`src/gpio_port_pkg.sv`:
```
package gpio_port_pkg;

  // Port geometry
  localparam int NUM_PINS = 8;
  localparam int DIR_W    = 2;
  localparam int SENSE_W  = 3;
  localparam int STR_W    = 3;
  localparam int TYPE_W   = 3;

  // Register byte offsets
  localparam logic [7:0] ADDR_DATA       = 8'h00;
  localparam logic [7:0] ADDR_DIR        = 8'h04;
  localparam logic [7:0] ADDR_SENSE      = 8'h08;
  localparam logic [7:0] ADDR_PAD_STR    = 8'h0C;
  localparam logic [7:0] ADDR_PAD_TYPE   = 8'h10;
  localparam logic [7:0] ADDR_INT_MASK   = 8'h14;
  localparam logic [7:0] ADDR_RAW_STAT   = 8'h18;
  localparam logic [7:0] ADDR_MASK_STAT  = 8'h1C;
  localparam logic [7:0] ADDR_ADC_TRIG   = 8'h20;
  localparam logic [7:0] ADDR_DMA_TRIG   = 8'h24;
  localparam logic [7:0] ADDR_CTRL       = 8'h28;

  // Write word layout: pin select mask and setting value
  localparam int MASK_LSB  = 8;
  localparam int VAL_LSB   = 0;
  localparam int CTRL_DISCRETE_BIT = 0;

  // Direction and control mode codes
  localparam logic [DIR_W-1:0] DIR_IN                 = 2'h0;
  localparam logic [DIR_W-1:0] DIR_OUT                = 2'h1;
  localparam logic [DIR_W-1:0] dir_peripheral_control = 2'h2;

  // Interrupt detection senses
  localparam logic [SENSE_W-1:0] SENSE_FALL = 3'h0;
  localparam logic [SENSE_W-1:0] SENSE_RISE = 3'h1;
  localparam logic [SENSE_W-1:0] SENSE_BOTH = 3'h2;
  localparam logic [SENSE_W-1:0] SENSE_LOW  = 3'h3;
  localparam logic [SENSE_W-1:0] SENSE_HIGH = 3'h4;

  // Drive strength codes
  localparam logic [STR_W-1:0] STR_2MA    = 3'h0;
  localparam logic [STR_W-1:0] STR_4MA    = 3'h1;
  localparam logic [STR_W-1:0] STR_8MA    = 3'h2;
  localparam logic [STR_W-1:0] STR_8MA_SC = 3'h3;

  // Pin type codes
  localparam logic [TYPE_W-1:0] TYPE_STD     = 3'h0;
  localparam logic [TYPE_W-1:0] TYPE_STD_WPU = 3'h1;
  localparam logic [TYPE_W-1:0] TYPE_STD_WPD = 3'h2;
  localparam logic [TYPE_W-1:0] TYPE_OD      = 3'h3;
  localparam logic [TYPE_W-1:0] TYPE_ANALOG  = 3'h4;

  // Reset values
  localparam logic [DIR_W-1:0]   DIR_RST   = DIR_IN;
  localparam logic [SENSE_W-1:0] SENSE_RST = SENSE_FALL;
  localparam logic [STR_W-1:0]   STR_RST   = STR_2MA;
  localparam logic [TYPE_W-1:0]  TYPE_RST  = TYPE_STD;
  localparam logic [7:0]         BYTE_RST  = 8'h00;
  localparam logic [31:0]        WORD_ZERO = 32'h0000_0000;

endpackage

```
`src/pin_event_detect.sv`:
```
`timescale 1ns/1ps
`default_nettype none

module pin_event_detect (
  // Clock and reset
  input  wire logic                                clk_i,
  input  wire logic                                rst_i,
  // Pin and selected sense
  input  wire logic                                pin_i,
  input  wire logic [gpio_port_pkg::SENSE_W-1:0]   sense_i,
  // Detection, one cycle per edge, held for levels
  output logic                                     hit_o
);

  logic prev;
  logic armed;
  logic next_prev;
  logic next_armed;

  always_comb begin
    next_prev  = pin_i;
    next_armed = 1'b1;
  end

  always_ff @(posedge clk_i) begin
    if (rst_i) begin
      prev  <= 1'b0;
      armed <= 1'b0;
    end else begin
      prev  <= next_prev;
      armed <= next_armed;
    end
  end

  // No edge reported before a first sample exists after reset
  always_comb begin
    case (sense_i)
      gpio_port_pkg::SENSE_FALL: hit_o = armed & prev & ~pin_i;
      gpio_port_pkg::SENSE_RISE: hit_o = armed & ~prev & pin_i;
      gpio_port_pkg::SENSE_BOTH: hit_o = armed & (prev ^ pin_i);
      gpio_port_pkg::SENSE_LOW:  hit_o = ~pin_i;
      gpio_port_pkg::SENSE_HIGH: hit_o = pin_i;
      default:                   hit_o = 1'b0;
    endcase
  end

endmodule // pin_event_detect

`default_nettype wire

```
`src/gpio_port_dir_irq_trigger.sv`:
```
// What this block does
// - Each pin selects software input, software output or peripheral control.
// - Setting writes carry an eight-bit pin mask; unselected pins keep settings.
// - Direction and mode of every pin read back in the same encoding.
// - Interrupt sense per pin: falling, rising, both edges, low or high level.
// - Selected interrupt sense of every pin reads back.
// - Optional discrete mode gives each pin its own interrupt output.
// - Each pin can be enabled or disabled as a conversion start trigger.
// - Each pin can be enabled or disabled as a DMA start trigger.
// - Trigger use never suppresses the pin's enabled interrupt.
// - Pad strength and pin type of every pin read back.
// - Eight independent pins, each an input after reset.
// - Per-pin interrupt mask; status readable raw or masked, bit n is pin n.
// - One write to either status register clears the latched interrupt of the pins set in its low byte.
`timescale 1ns/1ps
`default_nettype none

module gpio_port_dir_irq_trigger (
  // Clock and reset
  input  wire logic                                      clk_i,
  input  wire logic                                      rst_i,
  // Wishbone slave
  input  wire logic                                      cyc_i,
  input  wire logic                                      stb_i,
  input  wire logic                                      we_i,
  input  wire logic [7:0]                                adr_i,
  input  wire logic [3:0]                                sel_i,
  input  wire logic [31:0]                               dat_i,
  output logic      [31:0]                               dat_o,
  output logic                                           ack_o,
  output logic                                           err_o,
  // Pins
  input  wire logic [gpio_port_pkg::NUM_PINS-1:0]        pin_i,
  output logic      [gpio_port_pkg::NUM_PINS-1:0]        pin_o,
  output logic      [gpio_port_pkg::NUM_PINS-1:0]        pin_oe_o,
  // Peripheral side of pins under peripheral control
  input  wire logic [gpio_port_pkg::NUM_PINS-1:0]        periph_out_i,
  input  wire logic [gpio_port_pkg::NUM_PINS-1:0]        periph_oe_i,
  output logic      [gpio_port_pkg::NUM_PINS-1:0]        periph_in_o,
  // Pad settings
  output logic      [gpio_port_pkg::NUM_PINS*3-1:0]      pad_strength_o,
  output logic      [gpio_port_pkg::NUM_PINS*3-1:0]      pad_type_o,
  // Interrupts and triggers
  output logic                                           irq_o,
  output logic      [gpio_port_pkg::NUM_PINS-1:0]        irq_pin_o,
  output logic      [gpio_port_pkg::NUM_PINS-1:0]        adc_trig_o,
  output logic      [gpio_port_pkg::NUM_PINS-1:0]        dma_trig_o
);

  localparam int N = gpio_port_pkg::NUM_PINS;

  // Configuration state
  logic [N-1:0][gpio_port_pkg::DIR_W-1:0]   dir;
  logic [N-1:0][gpio_port_pkg::SENSE_W-1:0] sense;
  logic [N-1:0][gpio_port_pkg::STR_W-1:0]   strength;
  logic [N-1:0][gpio_port_pkg::TYPE_W-1:0]  pin_type;
  logic [N-1:0]                             out_val;
  logic [N-1:0]                             int_mask;
  logic [N-1:0]                             adc_en;
  logic [N-1:0]                             dma_en;
  logic                                     discrete;
  logic [31:0]                              rdat;
  logic                                     ack;
  logic                                     err;

  logic [N-1:0][gpio_port_pkg::DIR_W-1:0]   next_dir;
  logic [N-1:0][gpio_port_pkg::SENSE_W-1:0] next_sense;
  logic [N-1:0][gpio_port_pkg::STR_W-1:0]   next_strength;
  logic [N-1:0][gpio_port_pkg::TYPE_W-1:0]  next_pin_type;
  logic [N-1:0]                             next_out_val;
  logic [N-1:0]                             next_int_mask;
  logic [N-1:0]                             next_adc_en;
  logic [N-1:0]                             next_dma_en;
  logic                                     next_discrete;
  logic [31:0]                              next_rdat;
  logic                                     next_ack;
  logic                                     next_err;

  // Event state
  logic [N-1:0] status;
  logic [N-1:0] adc_trig;
  logic [N-1:0] dma_trig;
  logic [N-1:0] pin_drv;
  logic [N-1:0] pin_en;
  logic [N-1:0] next_status;
  logic [N-1:0] next_adc_trig;
  logic [N-1:0] next_dma_trig;
  logic [N-1:0] next_pin_drv;
  logic [N-1:0] next_pin_en;

  logic [N-1:0] hit;
  logic [N-1:0] status_clr;
  logic [N-1:0] masked_status;
  logic [N-1:0] pin_view;
  logic [31:0]  lane_mask;
  logic [31:0]  wr;
  logic [N-1:0] sel_pins;
  logic         req;
  logic         wr_req;

  genvar g;
  generate
    for (g = 0; g < N; g++) begin : g_pin
      pin_event_detect u_detect (
        .clk_i   (clk_i),
        .rst_i   (rst_i),
        .pin_i   (pin_i[g]),
        .sense_i (sense[g]),
        .hit_o   (hit[g])
      );
      // Read of a software output shows the driven value
      assign pin_view[g] = (dir[g] == gpio_port_pkg::DIR_OUT) ? out_val[g] : pin_i[g];
    end
  endgenerate

  // One byte lane per sel bit
  assign lane_mask = {{8{sel_i[3]}}, {8{sel_i[2]}}, {8{sel_i[1]}}, {8{sel_i[0]}}};

  // Byte lanes left out of sel read as zero, so a missing mask lane changes no per-pin setting
  assign wr       = dat_i & lane_mask;
  assign sel_pins = wr[gpio_port_pkg::MASK_LSB +: N];
  assign req      = cyc_i & stb_i & ~ack & ~err;
  assign wr_req   = req & we_i;
  assign masked_status = status & int_mask;
  assign status_clr = (wr_req && (adr_i == gpio_port_pkg::ADDR_RAW_STAT ||
                                  adr_i == gpio_port_pkg::ADDR_MASK_STAT))
                      ? wr[gpio_port_pkg::VAL_LSB +: N] : {N{1'b0}};

  always_comb begin
    next_dir      = dir;
    next_sense    = sense;
    next_strength = strength;
    next_pin_type = pin_type;
    next_out_val  = out_val;
    next_int_mask = int_mask;
    next_adc_en   = adc_en;
    next_dma_en   = dma_en;
    next_discrete = discrete;
    next_rdat     = gpio_port_pkg::WORD_ZERO;
    next_ack      = 1'b0;
    next_err      = 1'b0;
    if (req) begin
      next_ack = 1'b1;
      case (adr_i)
        gpio_port_pkg::ADDR_DATA: begin
          next_rdat[N-1:0] = pin_view;
          for (int n = 0; n < N; n++) begin
            if (we_i && sel_pins[n]) begin
              next_out_val[n] = wr[gpio_port_pkg::VAL_LSB + n];
            end
          end
        end
        gpio_port_pkg::ADDR_DIR: begin
          next_rdat[N*2-1:0] = dir;
          for (int n = 0; n < N; n++) begin
            // Unused code 3 is refused so read back always matches a legal mode
            if (we_i && sel_pins[n] && wr[1:0] != 2'h3) begin
              next_dir[n] = wr[1:0];
            end
          end
        end
        gpio_port_pkg::ADDR_SENSE: begin
          next_rdat[N*3-1:0] = sense;
          for (int n = 0; n < N; n++) begin
            if (we_i && sel_pins[n] && wr[2:0] <= gpio_port_pkg::SENSE_HIGH) begin
              next_sense[n] = wr[2:0];
            end
          end
        end
        gpio_port_pkg::ADDR_PAD_STR: begin
          next_rdat[N*3-1:0] = strength;
          for (int n = 0; n < N; n++) begin
            if (we_i && sel_pins[n] && wr[2:0] <= gpio_port_pkg::STR_8MA_SC) begin
              next_strength[n] = wr[2:0];
            end
          end
        end
        gpio_port_pkg::ADDR_PAD_TYPE: begin
          next_rdat[N*3-1:0] = pin_type;
          for (int n = 0; n < N; n++) begin
            if (we_i && sel_pins[n] && wr[2:0] <= gpio_port_pkg::TYPE_ANALOG) begin
              next_pin_type[n] = wr[2:0];
            end
          end
        end
        gpio_port_pkg::ADDR_INT_MASK: begin
          next_rdat[N-1:0] = int_mask;
          for (int n = 0; n < N; n++) begin
            if (we_i && sel_pins[n]) begin
              next_int_mask[n] = wr[gpio_port_pkg::VAL_LSB];
            end
          end
        end
        gpio_port_pkg::ADDR_RAW_STAT: begin
          next_rdat[N-1:0] = status;
        end
        gpio_port_pkg::ADDR_MASK_STAT: begin
          next_rdat[N-1:0] = masked_status;
        end
        gpio_port_pkg::ADDR_ADC_TRIG: begin
          next_rdat[N-1:0] = adc_en;
          for (int n = 0; n < N; n++) begin
            if (we_i && sel_pins[n]) begin
              next_adc_en[n] = wr[gpio_port_pkg::VAL_LSB];
            end
          end
        end
        gpio_port_pkg::ADDR_DMA_TRIG: begin
          next_rdat[N-1:0] = dma_en;
          for (int n = 0; n < N; n++) begin
            if (we_i && sel_pins[n]) begin
              next_dma_en[n] = wr[gpio_port_pkg::VAL_LSB];
            end
          end
        end
        gpio_port_pkg::ADDR_CTRL: begin
          next_rdat[gpio_port_pkg::CTRL_DISCRETE_BIT] = discrete;
          if (we_i && sel_i[0]) begin
            next_discrete = wr[gpio_port_pkg::CTRL_DISCRETE_BIT];
          end
        end
        default: begin
          next_ack = 1'b0;
          next_err = 1'b1;
        end
      endcase
    end
  end

  always_ff @(posedge clk_i) begin
    if (rst_i) begin
      dir      <= {N{gpio_port_pkg::DIR_RST}};
      sense    <= {N{gpio_port_pkg::SENSE_RST}};
      strength <= {N{gpio_port_pkg::STR_RST}};
      pin_type <= {N{gpio_port_pkg::TYPE_RST}};
      out_val  <= gpio_port_pkg::BYTE_RST;
      int_mask <= gpio_port_pkg::BYTE_RST;
      adc_en   <= gpio_port_pkg::BYTE_RST;
      dma_en   <= gpio_port_pkg::BYTE_RST;
      discrete <= 1'b0;
      rdat     <= gpio_port_pkg::WORD_ZERO;
      ack      <= 1'b0;
      err      <= 1'b0;
    end else begin
      dir      <= next_dir;
      sense    <= next_sense;
      strength <= next_strength;
      pin_type <= next_pin_type;
      out_val  <= next_out_val;
      int_mask <= next_int_mask;
      adc_en   <= next_adc_en;
      dma_en   <= next_dma_en;
      discrete <= next_discrete;
      rdat     <= next_rdat;
      ack      <= next_ack;
      err      <= next_err;
    end
  end

  always_comb begin
    // A detection in the clearing cycle survives the clear
    next_status   = (status & ~status_clr) | hit;
    // Triggers ignore the interrupt mask
    next_adc_trig = hit & adc_en;
    next_dma_trig = hit & dma_en;
    for (int n = 0; n < N; n++) begin
      unique case (dir[n])
        gpio_port_pkg::dir_peripheral_control: begin
          next_pin_drv[n] = periph_out_i[n];
          next_pin_en[n]  = periph_oe_i[n];
        end
        gpio_port_pkg::DIR_OUT: begin
          next_pin_drv[n] = out_val[n];
          next_pin_en[n]  = 1'b1;
        end
        default: begin
          next_pin_drv[n] = 1'b0;
          next_pin_en[n]  = 1'b0;
        end
      endcase
      // Open drain only ever pulls low; analog pads never drive
      if (pin_type[n] == gpio_port_pkg::TYPE_OD) begin
        next_pin_en[n]  = next_pin_en[n] & ~next_pin_drv[n];
        next_pin_drv[n] = 1'b0;
      end else if (pin_type[n] == gpio_port_pkg::TYPE_ANALOG) begin
        next_pin_en[n] = 1'b0;
      end
    end
  end

  always_ff @(posedge clk_i) begin
    if (rst_i) begin
      status   <= gpio_port_pkg::BYTE_RST;
      adc_trig <= gpio_port_pkg::BYTE_RST;
      dma_trig <= gpio_port_pkg::BYTE_RST;
      pin_drv  <= gpio_port_pkg::BYTE_RST;
      pin_en   <= gpio_port_pkg::BYTE_RST;
    end else begin
      status   <= next_status;
      adc_trig <= next_adc_trig;
      dma_trig <= next_dma_trig;
      pin_drv  <= next_pin_drv;
      pin_en   <= next_pin_en;
    end
  end

  assign dat_o          = rdat;
  assign ack_o          = ack;
  assign err_o          = err;
  assign pin_o          = pin_drv;
  assign pin_oe_o       = pin_en;
  assign periph_in_o    = pin_i;
  assign pad_strength_o = strength;
  assign pad_type_o     = pin_type;
  assign adc_trig_o     = adc_trig;
  assign dma_trig_o     = dma_trig;
  // Combined line idles while discrete lines are in use
  assign irq_o          = ~discrete & (|masked_status);
  assign irq_pin_o      = discrete ? masked_status : {N{1'b0}};

endmodule // gpio_port_dir_irq_trigger

`default_nettype wire

```
`config.mk`:
```
export PLATFORM = sky130hd
export DESIGN_NAME = gpio_port_dir_irq_trigger
export DESIGN_NICKNAME = d
export VERILOG_FILES = /design/src/gpio_port_pkg.sv /design/src/pin_event_detect.sv /design/src/gpio_port_dir_irq_trigger.sv
export SDC_FILE = /design/constraint.sdc
export NUM_CORES = 1
export LEC_CHECK = 0
export ABC_AREA = 1
export BUFFER_PORTS_ARGS = -buffer_cell sky130_fd_sc_hd__buf_2
export CAP_MARGIN = 30
export CELL_PAD_IN_SITES_DETAIL_PLACEMENT = 0
export CELL_PAD_IN_SITES_GLOBAL_PLACEMENT = 1
export CORE_ASPECT_RATIO = 2
export CORE_UTILIZATION = 42
export DETAILED_ROUTE_END_ITERATION = 6
export HOLD_SLACK_MARGIN = 0.12
export PLACE_DENSITY = 0.88
export SYNTH_ARGS = -nofsm -noshare
export SYNTH_HDL_FRONTEND = slang
export SYNTH_SLANG_ARGS = --single-unit
```
`constraint.sdc`:
```
create_clock -name clk_i -period 2.35 [get_ports clk_i]
set_clock_uncertainty 0.15 [all_clocks]
set_input_delay 0.705 -clock clk_i [delete_from_list [all_inputs] [get_ports clk_i]]
set_output_delay 0.705 -clock clk_i [all_outputs]
set_load 0.02 [all_outputs]
```
After elaboration in Yosys (flattened, before gate mapping):

Index checks and enable logic that the tools add are counted.

* memories kept: 0
* bits in latches: 0
* word-level logic and storage cells: 440
* output and inout port bits: 131
* register bits: 204
* bits in read-only memories: 0
* input bits: 73
* RAM bits: 0

* $lt $le $gt $ge: 2
* multiply operators: 0
* shift-type cells: 0
* add/sub/neg operators: 0
* reduce and logical (&&, ||, !) cells: 120
* bitwise logic cells: 96
* eq/ne operators: 75
* mux-type cells: 57
* div/mod/pow operators: 0

Operators by type and width (number)
* 3-bit AND reduction: 65
* 3-bit by 2-bit == test with 1-bit output (second input constant): 24
* 7-bit one-hot mux with 10 select lines: 1
* 1-bit bitwise AND: 53
* 3-bit == test (second input constant): 16
* 1-bit one-hot mux with 5 select lines: 8
* 1-bit logical AND: 34
* 8-bit bitwise AND: 4
* 8-bit by 5-bit == test with 1-bit output (second input constant): 4
* 1-bit one-hot mux with 2 select lines: 16
* 8-bit one-hot mux with 4 select lines: 1
* 1-bit NOT: 28
* 1-bit 2-to-1 mux: 27
* 3-bit by 1-bit == test with 1-bit output (second input constant): 8
* 8-bit by 6-bit == test with 1-bit output (second input constant): 3
* 3-bit zero test: 8
* 8-bit one-hot mux with 3 select lines: 1
* 2-bit OR reduction: 9
* 16-bit bitwise AND: 1
* 2-bit by 1-bit == test with 1-bit output (second input constant): 8
* 2-bit == test (second input constant): 8
* 8-bit by 4-bit == test with 1-bit output (second input constant): 2
* 8-bit 2-to-1 mux: 2
* 1-bit one-hot mux with 11 select lines: 1
* other kinds (11): 18

Logic depth before layout (Yosys ltp):

* depth after elaboration: 9
* depth in mapped cells: 11
* depth with buffers taken out: 11

Hierarchy:

A second synthesis with hierarchy kept.

* cells, all modules: 1415
* area, all modules: 9507.9 um^2

Modules (own cells, without submodules)
* gpio_port_dir_irq_trigger: seq. area each 3743.6 um^2, cells an instance 1247, area an instance 8567.0 um^2, times used 1
* pin_event_detect: seq. area each 40.0 um^2, cells an instance 21, area an instance 117.6 um^2, times used 8

Worst setup path before layout:

Ideal clock, no wire load.

* path type: input to register
* from: input port adr_i[0]
* to: register rdat[7], in the netlist dat_o[7]
* data arrival time: 1.672 ns
* cell stages on the path: 10
* required time: 2.144 ns
* path slack: 0.472 ns
* buffers on the path: 1
* setup time: 0.056 ns
* cells stage by stage: inv_1 -> nand2_2 -> nor2_4 -> nand2_4 -> buf_6 -> o21ai_0 -> inv_1 -> nand3_1 -> nand2_1 -> inv_1

* longest elaborated chain between the ends: 2
* elaborated cells on any way between the ends: 11
* those cells by class: eq/ne: 9; mux: 1; reduce/logical: 1

RTL lines
* start, declared: RTL line gpio_port_dir_irq_trigger.sv:26 `input wire logic [7:0] adr_i,`
* 8-bit by 6-bit == test with 1-bit output (tied with other cells): RTL line gpio_port_dir_irq_trigger.sv:144 `case (adr_i)`
* 7-bit one-hot mux with 10 select lines (*): RTL line gpio_port_dir_irq_trigger.sv:144
* end signal, assigned: RTL line gpio_port_dir_irq_trigger.sv:241 `rdat <= gpio_port_pkg::WORD_ZERO;`
* end signal, assigned: RTL line gpio_port_dir_irq_trigger.sv:254 `rdat <= next_rdat;`
* end, declared: RTL line gpio_port_dir_irq_trigger.sv:62 `logic [31:0] rdat;`

Mark *: on every way between the ends. The rest lies on a longest branch, timed or not.
A chain may end at the register's enable or synchronous reset.

Worst setup path in the final report:

* from: register status[2]
* to: output port irq_o

* longest elaborated chain between the ends: 3

RTL lines
* start, declared: RTL line gpio_port_dir_irq_trigger.sv:80 `logic [N-1:0] status;`
* start signal, assigned: RTL line gpio_port_dir_irq_trigger.sv:293 `status <= gpio_port_pkg::BYTE_RST;`
* start signal, assigned: RTL line gpio_port_dir_irq_trigger.sv:299 `status <= next_status;`
* 8-bit bitwise AND: RTL line gpio_port_dir_irq_trigger.sv:124 `assign masked_status = status & int_mask;`
* 8-bit OR reduction: RTL line gpio_port_dir_irq_trigger.sv:318 `assign irq_o = ~discrete & (|masked_status);`
* 1-bit bitwise AND: RTL line gpio_port_dir_irq_trigger.sv:318
* end, declared: RTL line gpio_port_dir_irq_trigger.sv:44 `output logic irq_o,`

Every way passes these cells.

==> run summary <==
Worst Tran Pin Value = 511 ps
Synthesized area = 9440 µm²
Remaining DRCs = 0
Leak = 5.40 nW
Top_reg_cell synth = dfxtp_1
Gr usage total = 31.3%
Commonest cells after routing, fill and taps aside = nand2_1 (250), dfxtp_1 (195), buf_2 (177), nor2_1 (164), o21ai_0 (142)
CP max FO = 3
Peak VDD IR = 578 µV
Fin crit period = 2290 ps
Syn Area/Cell = 7.11 µm²
Fin nets = 1618
Share of cells above drive strength 1 = 21.7%
DP HPWL = 26.5 mm
Slew HR = 65.9%
Combinational power share = 6.6%
CP startpoint = status[2]
Clock root buffer = clkbuf_16
Pwr/cell area = 596 nW/µm²
Vias in the first global route = 9421
Clock power share = 44.7%
P_int = 0.00515 W
I/O pins = 204
Vias/cell = 5.32
Max-slew violations = 0
Clock Tree Buf Depth = 2
DIE WIDTH = 108 µm
Iteration-0 DRC Markers = 539
Crit. End Element = output pin
Clk Latency, worst-skew pair = 460 ps
Async SR Flop Fraction = 0%
Num CTS Buffers = 17
CTS tree = built
Syn Inst Count = 1328
Sink Count = 196
R2R Setup Slk = 520 ps
CP Data Arrival Time = 1440 ps
Setup_tns = 0 ps
Pre-CTS WS = 9.72 ps
Final core utilization = 52.4%
Antenna Cells = 0
Starting density of the core = 42.8%
Via count = 9663
Status = finished clean
Hold Path Class = reg2reg
Hold-fix buffers, CTS = 0
Final Hold Viols = 0
WS Path Type = reg2out
Overall die height = 214 µm
Post-synthesis adder-cell area fraction = 2.12%
First-pass GRT wire length = 52.8 mm
Max-cap violation count = 0
Sequential share of power = 48.7%
Seq cells post-synth = 196
Worst Reg2Reg Path Length in Cells = 9
Post-synthesis mux area share = 0%
GP Congestion = 0.959
Complex-gate fraction of the synthesized area = 16.0%
Fmax = 0.436 GHz
Startpoint types = flip-flop
P_sw = 0.00174 W
Antenna violations before repair = 1
Largest net degree at the start of global routing = 55
Commonest non-fill, non-tap cell in the layout = nand2_1
Final Power = 0.00689 W
RR Startpoint = ack_o
Cell Rows = 77
Routed Antenna Nets = 0
Largest family of logic cells by synthesized area = simple AND/OR/NAND/NOR gates
Critical Path End = irq_o
Reg clk slew, reported paths = 70 ps
Unrepaired setup endpoints after global routing = no
Post-synthesis sequential area ratio = 41.6%
DRT Pass-1 Iters = 7
Netlist cell types = 36
Worst setup margin = 56.0 ps
Switching fraction of total power = 25.2%
Core area = 22100 µm²
Average wire per standard cell = 19.1 µm
Ys Warns = 0
Reg2reg end = pad_strength_o[12]
P&R area growth vs syn = 22.5%
Final setup fails = 0
# port buffers = 177
H-tree levels = 4
EDFF count, synth = 0
Crit path required time = 1490 ps
GR Overflow Total = 0
Simple-gate share of the synthesized area = 30.8%
Post-synthesis xor/xnor area fraction = 0.742%
Die ar. = 23100 µm²
Tcrit/Tclk final = 97.6%
Final wirelength = 34.8 mm
==> layer usage <==
metal | up-vias | track usage, % | share of wire [%]
met4 | 2 | 28.0 | 9.2
met3 | 120 | 5.73 | 5.5
met1 | 4407 | 31.8 | 35
met2 | 394 | 53.1 | 50
met5 | - | 0 | 0.049
li1 | 4740 | - | -
==> worst min path at each step <==
stage,startpoint,to,cells past startpoint,slack (ps)
after floorplan,adc_en[0],adc_trig_o[0],2,280
after global placement,pad_strength_o[17],pad_strength_o[17],2,300
after detailed placement,adc_en[4],adc_trig_o[4],2,300
after CTS,adc_en[4],adc_trig_o[4],2,310
after global routing,dma_en[7],dma_trig_o[7],2,320
final,adc_en[4],adc_trig_o[4],2,310
==> through the flow <==
| stage | instances | area, µm² | hold WS (ps) |
|---|---|---|---|
| 2_1_floorplan | 1335 | 9460 | 285 |
| 3_3_place_gp | 1786 | 10900 | 297 |
| 3_5_place_dp | 1786 | 10900 | 298 |
| 4_1_cts | 1818 | 11600 | 311 |
| 5_1_grt | 1818 | 11600 | 324 |
| 6_report | 1818 | 11600 | 308 |
==> synthesized netlist by cell type, types with 16 or more instances <==
cell type | instances | area [µm²]
nor2_1 | 164 | 616
clkbuf_1 | 24 | 90.1
buf_4 | 16 | 120
dfxtp_1 | 196 | 3920
o21ai_0 | 142 | 711
nor3_1 | 37 | 185
a21oi_1 | 128 | 641
nand2_1 | 252 | 946
ha_1 | 16 | 200
nor2_4 | 16 | 180
inv_1 | 122 | 458
nand3_1 | 96 | 480
==> registers in the layout, indices dropped and copies added, names as in the netlist, 8 cells and up <==
name	flops
g_pin.u_detect.prev	8
pad_strength_o	24
pad_type_o	24
pin_oe_o	8
sense	24
adc_en	8
pin_o	8
out_val	8
dma_trig_o	8
dma_en	8
dir	16
int_mask	8
adc_trig_o	8
dat_o	24
status	8
==> cells by family after synthesis <==
logic type | after synthesis
adder cells (fa/ha/maj) | 16
flip-flops | 196
buffers and inverters | 188
other | 1
XOR/XNOR | 8
AO/OA/AOI/OAI | 293
AND/OR/NAND/NOR | 626
==> power groups by stage <==
| stage | logic [W] | clock network, W | registers [W] |
|---|---|---|---|
| 5_1_grt | 0.000485 | 0.00324 | 0.00336 |
| 4_1_cts | 0.000452 | 0.00311 | 0.00336 |
| 3_5_place_dp | 0.000451 | 0 | 0.00343 |
| 2_1_floorplan | 0.000254 | 0 | 0.00343 |
| 3_3_place_gp | 0.000447 | 0 | 0.00343 |
| 6_report | 0.000455 | 0.00308 | 0.00336 |
==> area by class of cell <==
class | count | area [µm²]
Inverter | 128 | 484
Fill cell | 2179 | 10500
Clock buffer | 20 | 467
Clock inverter | 12 | 144
Timing Repair Buffer | 235 | 1470
Sequential cell | 196 | 3930
Multi-Input combinational cell | 951 | 4720
Tap cell | 276 | 345
==> worst max-delay path, stage by stage (launching register included) <==
cell and delay, ps:
dfxtp_1 410, nand2_2 100, nand4_1 110, nor3_1 50
a31oi_1 120, buf_2 190
==> what timing repair did <==
action / CTS / global route
setup endpoints to repair: 0 / 1
setup buffers: 0 / 0
resized for setup: 0 / 3
No activity file was read; power rests on OpenSTA's default activity.
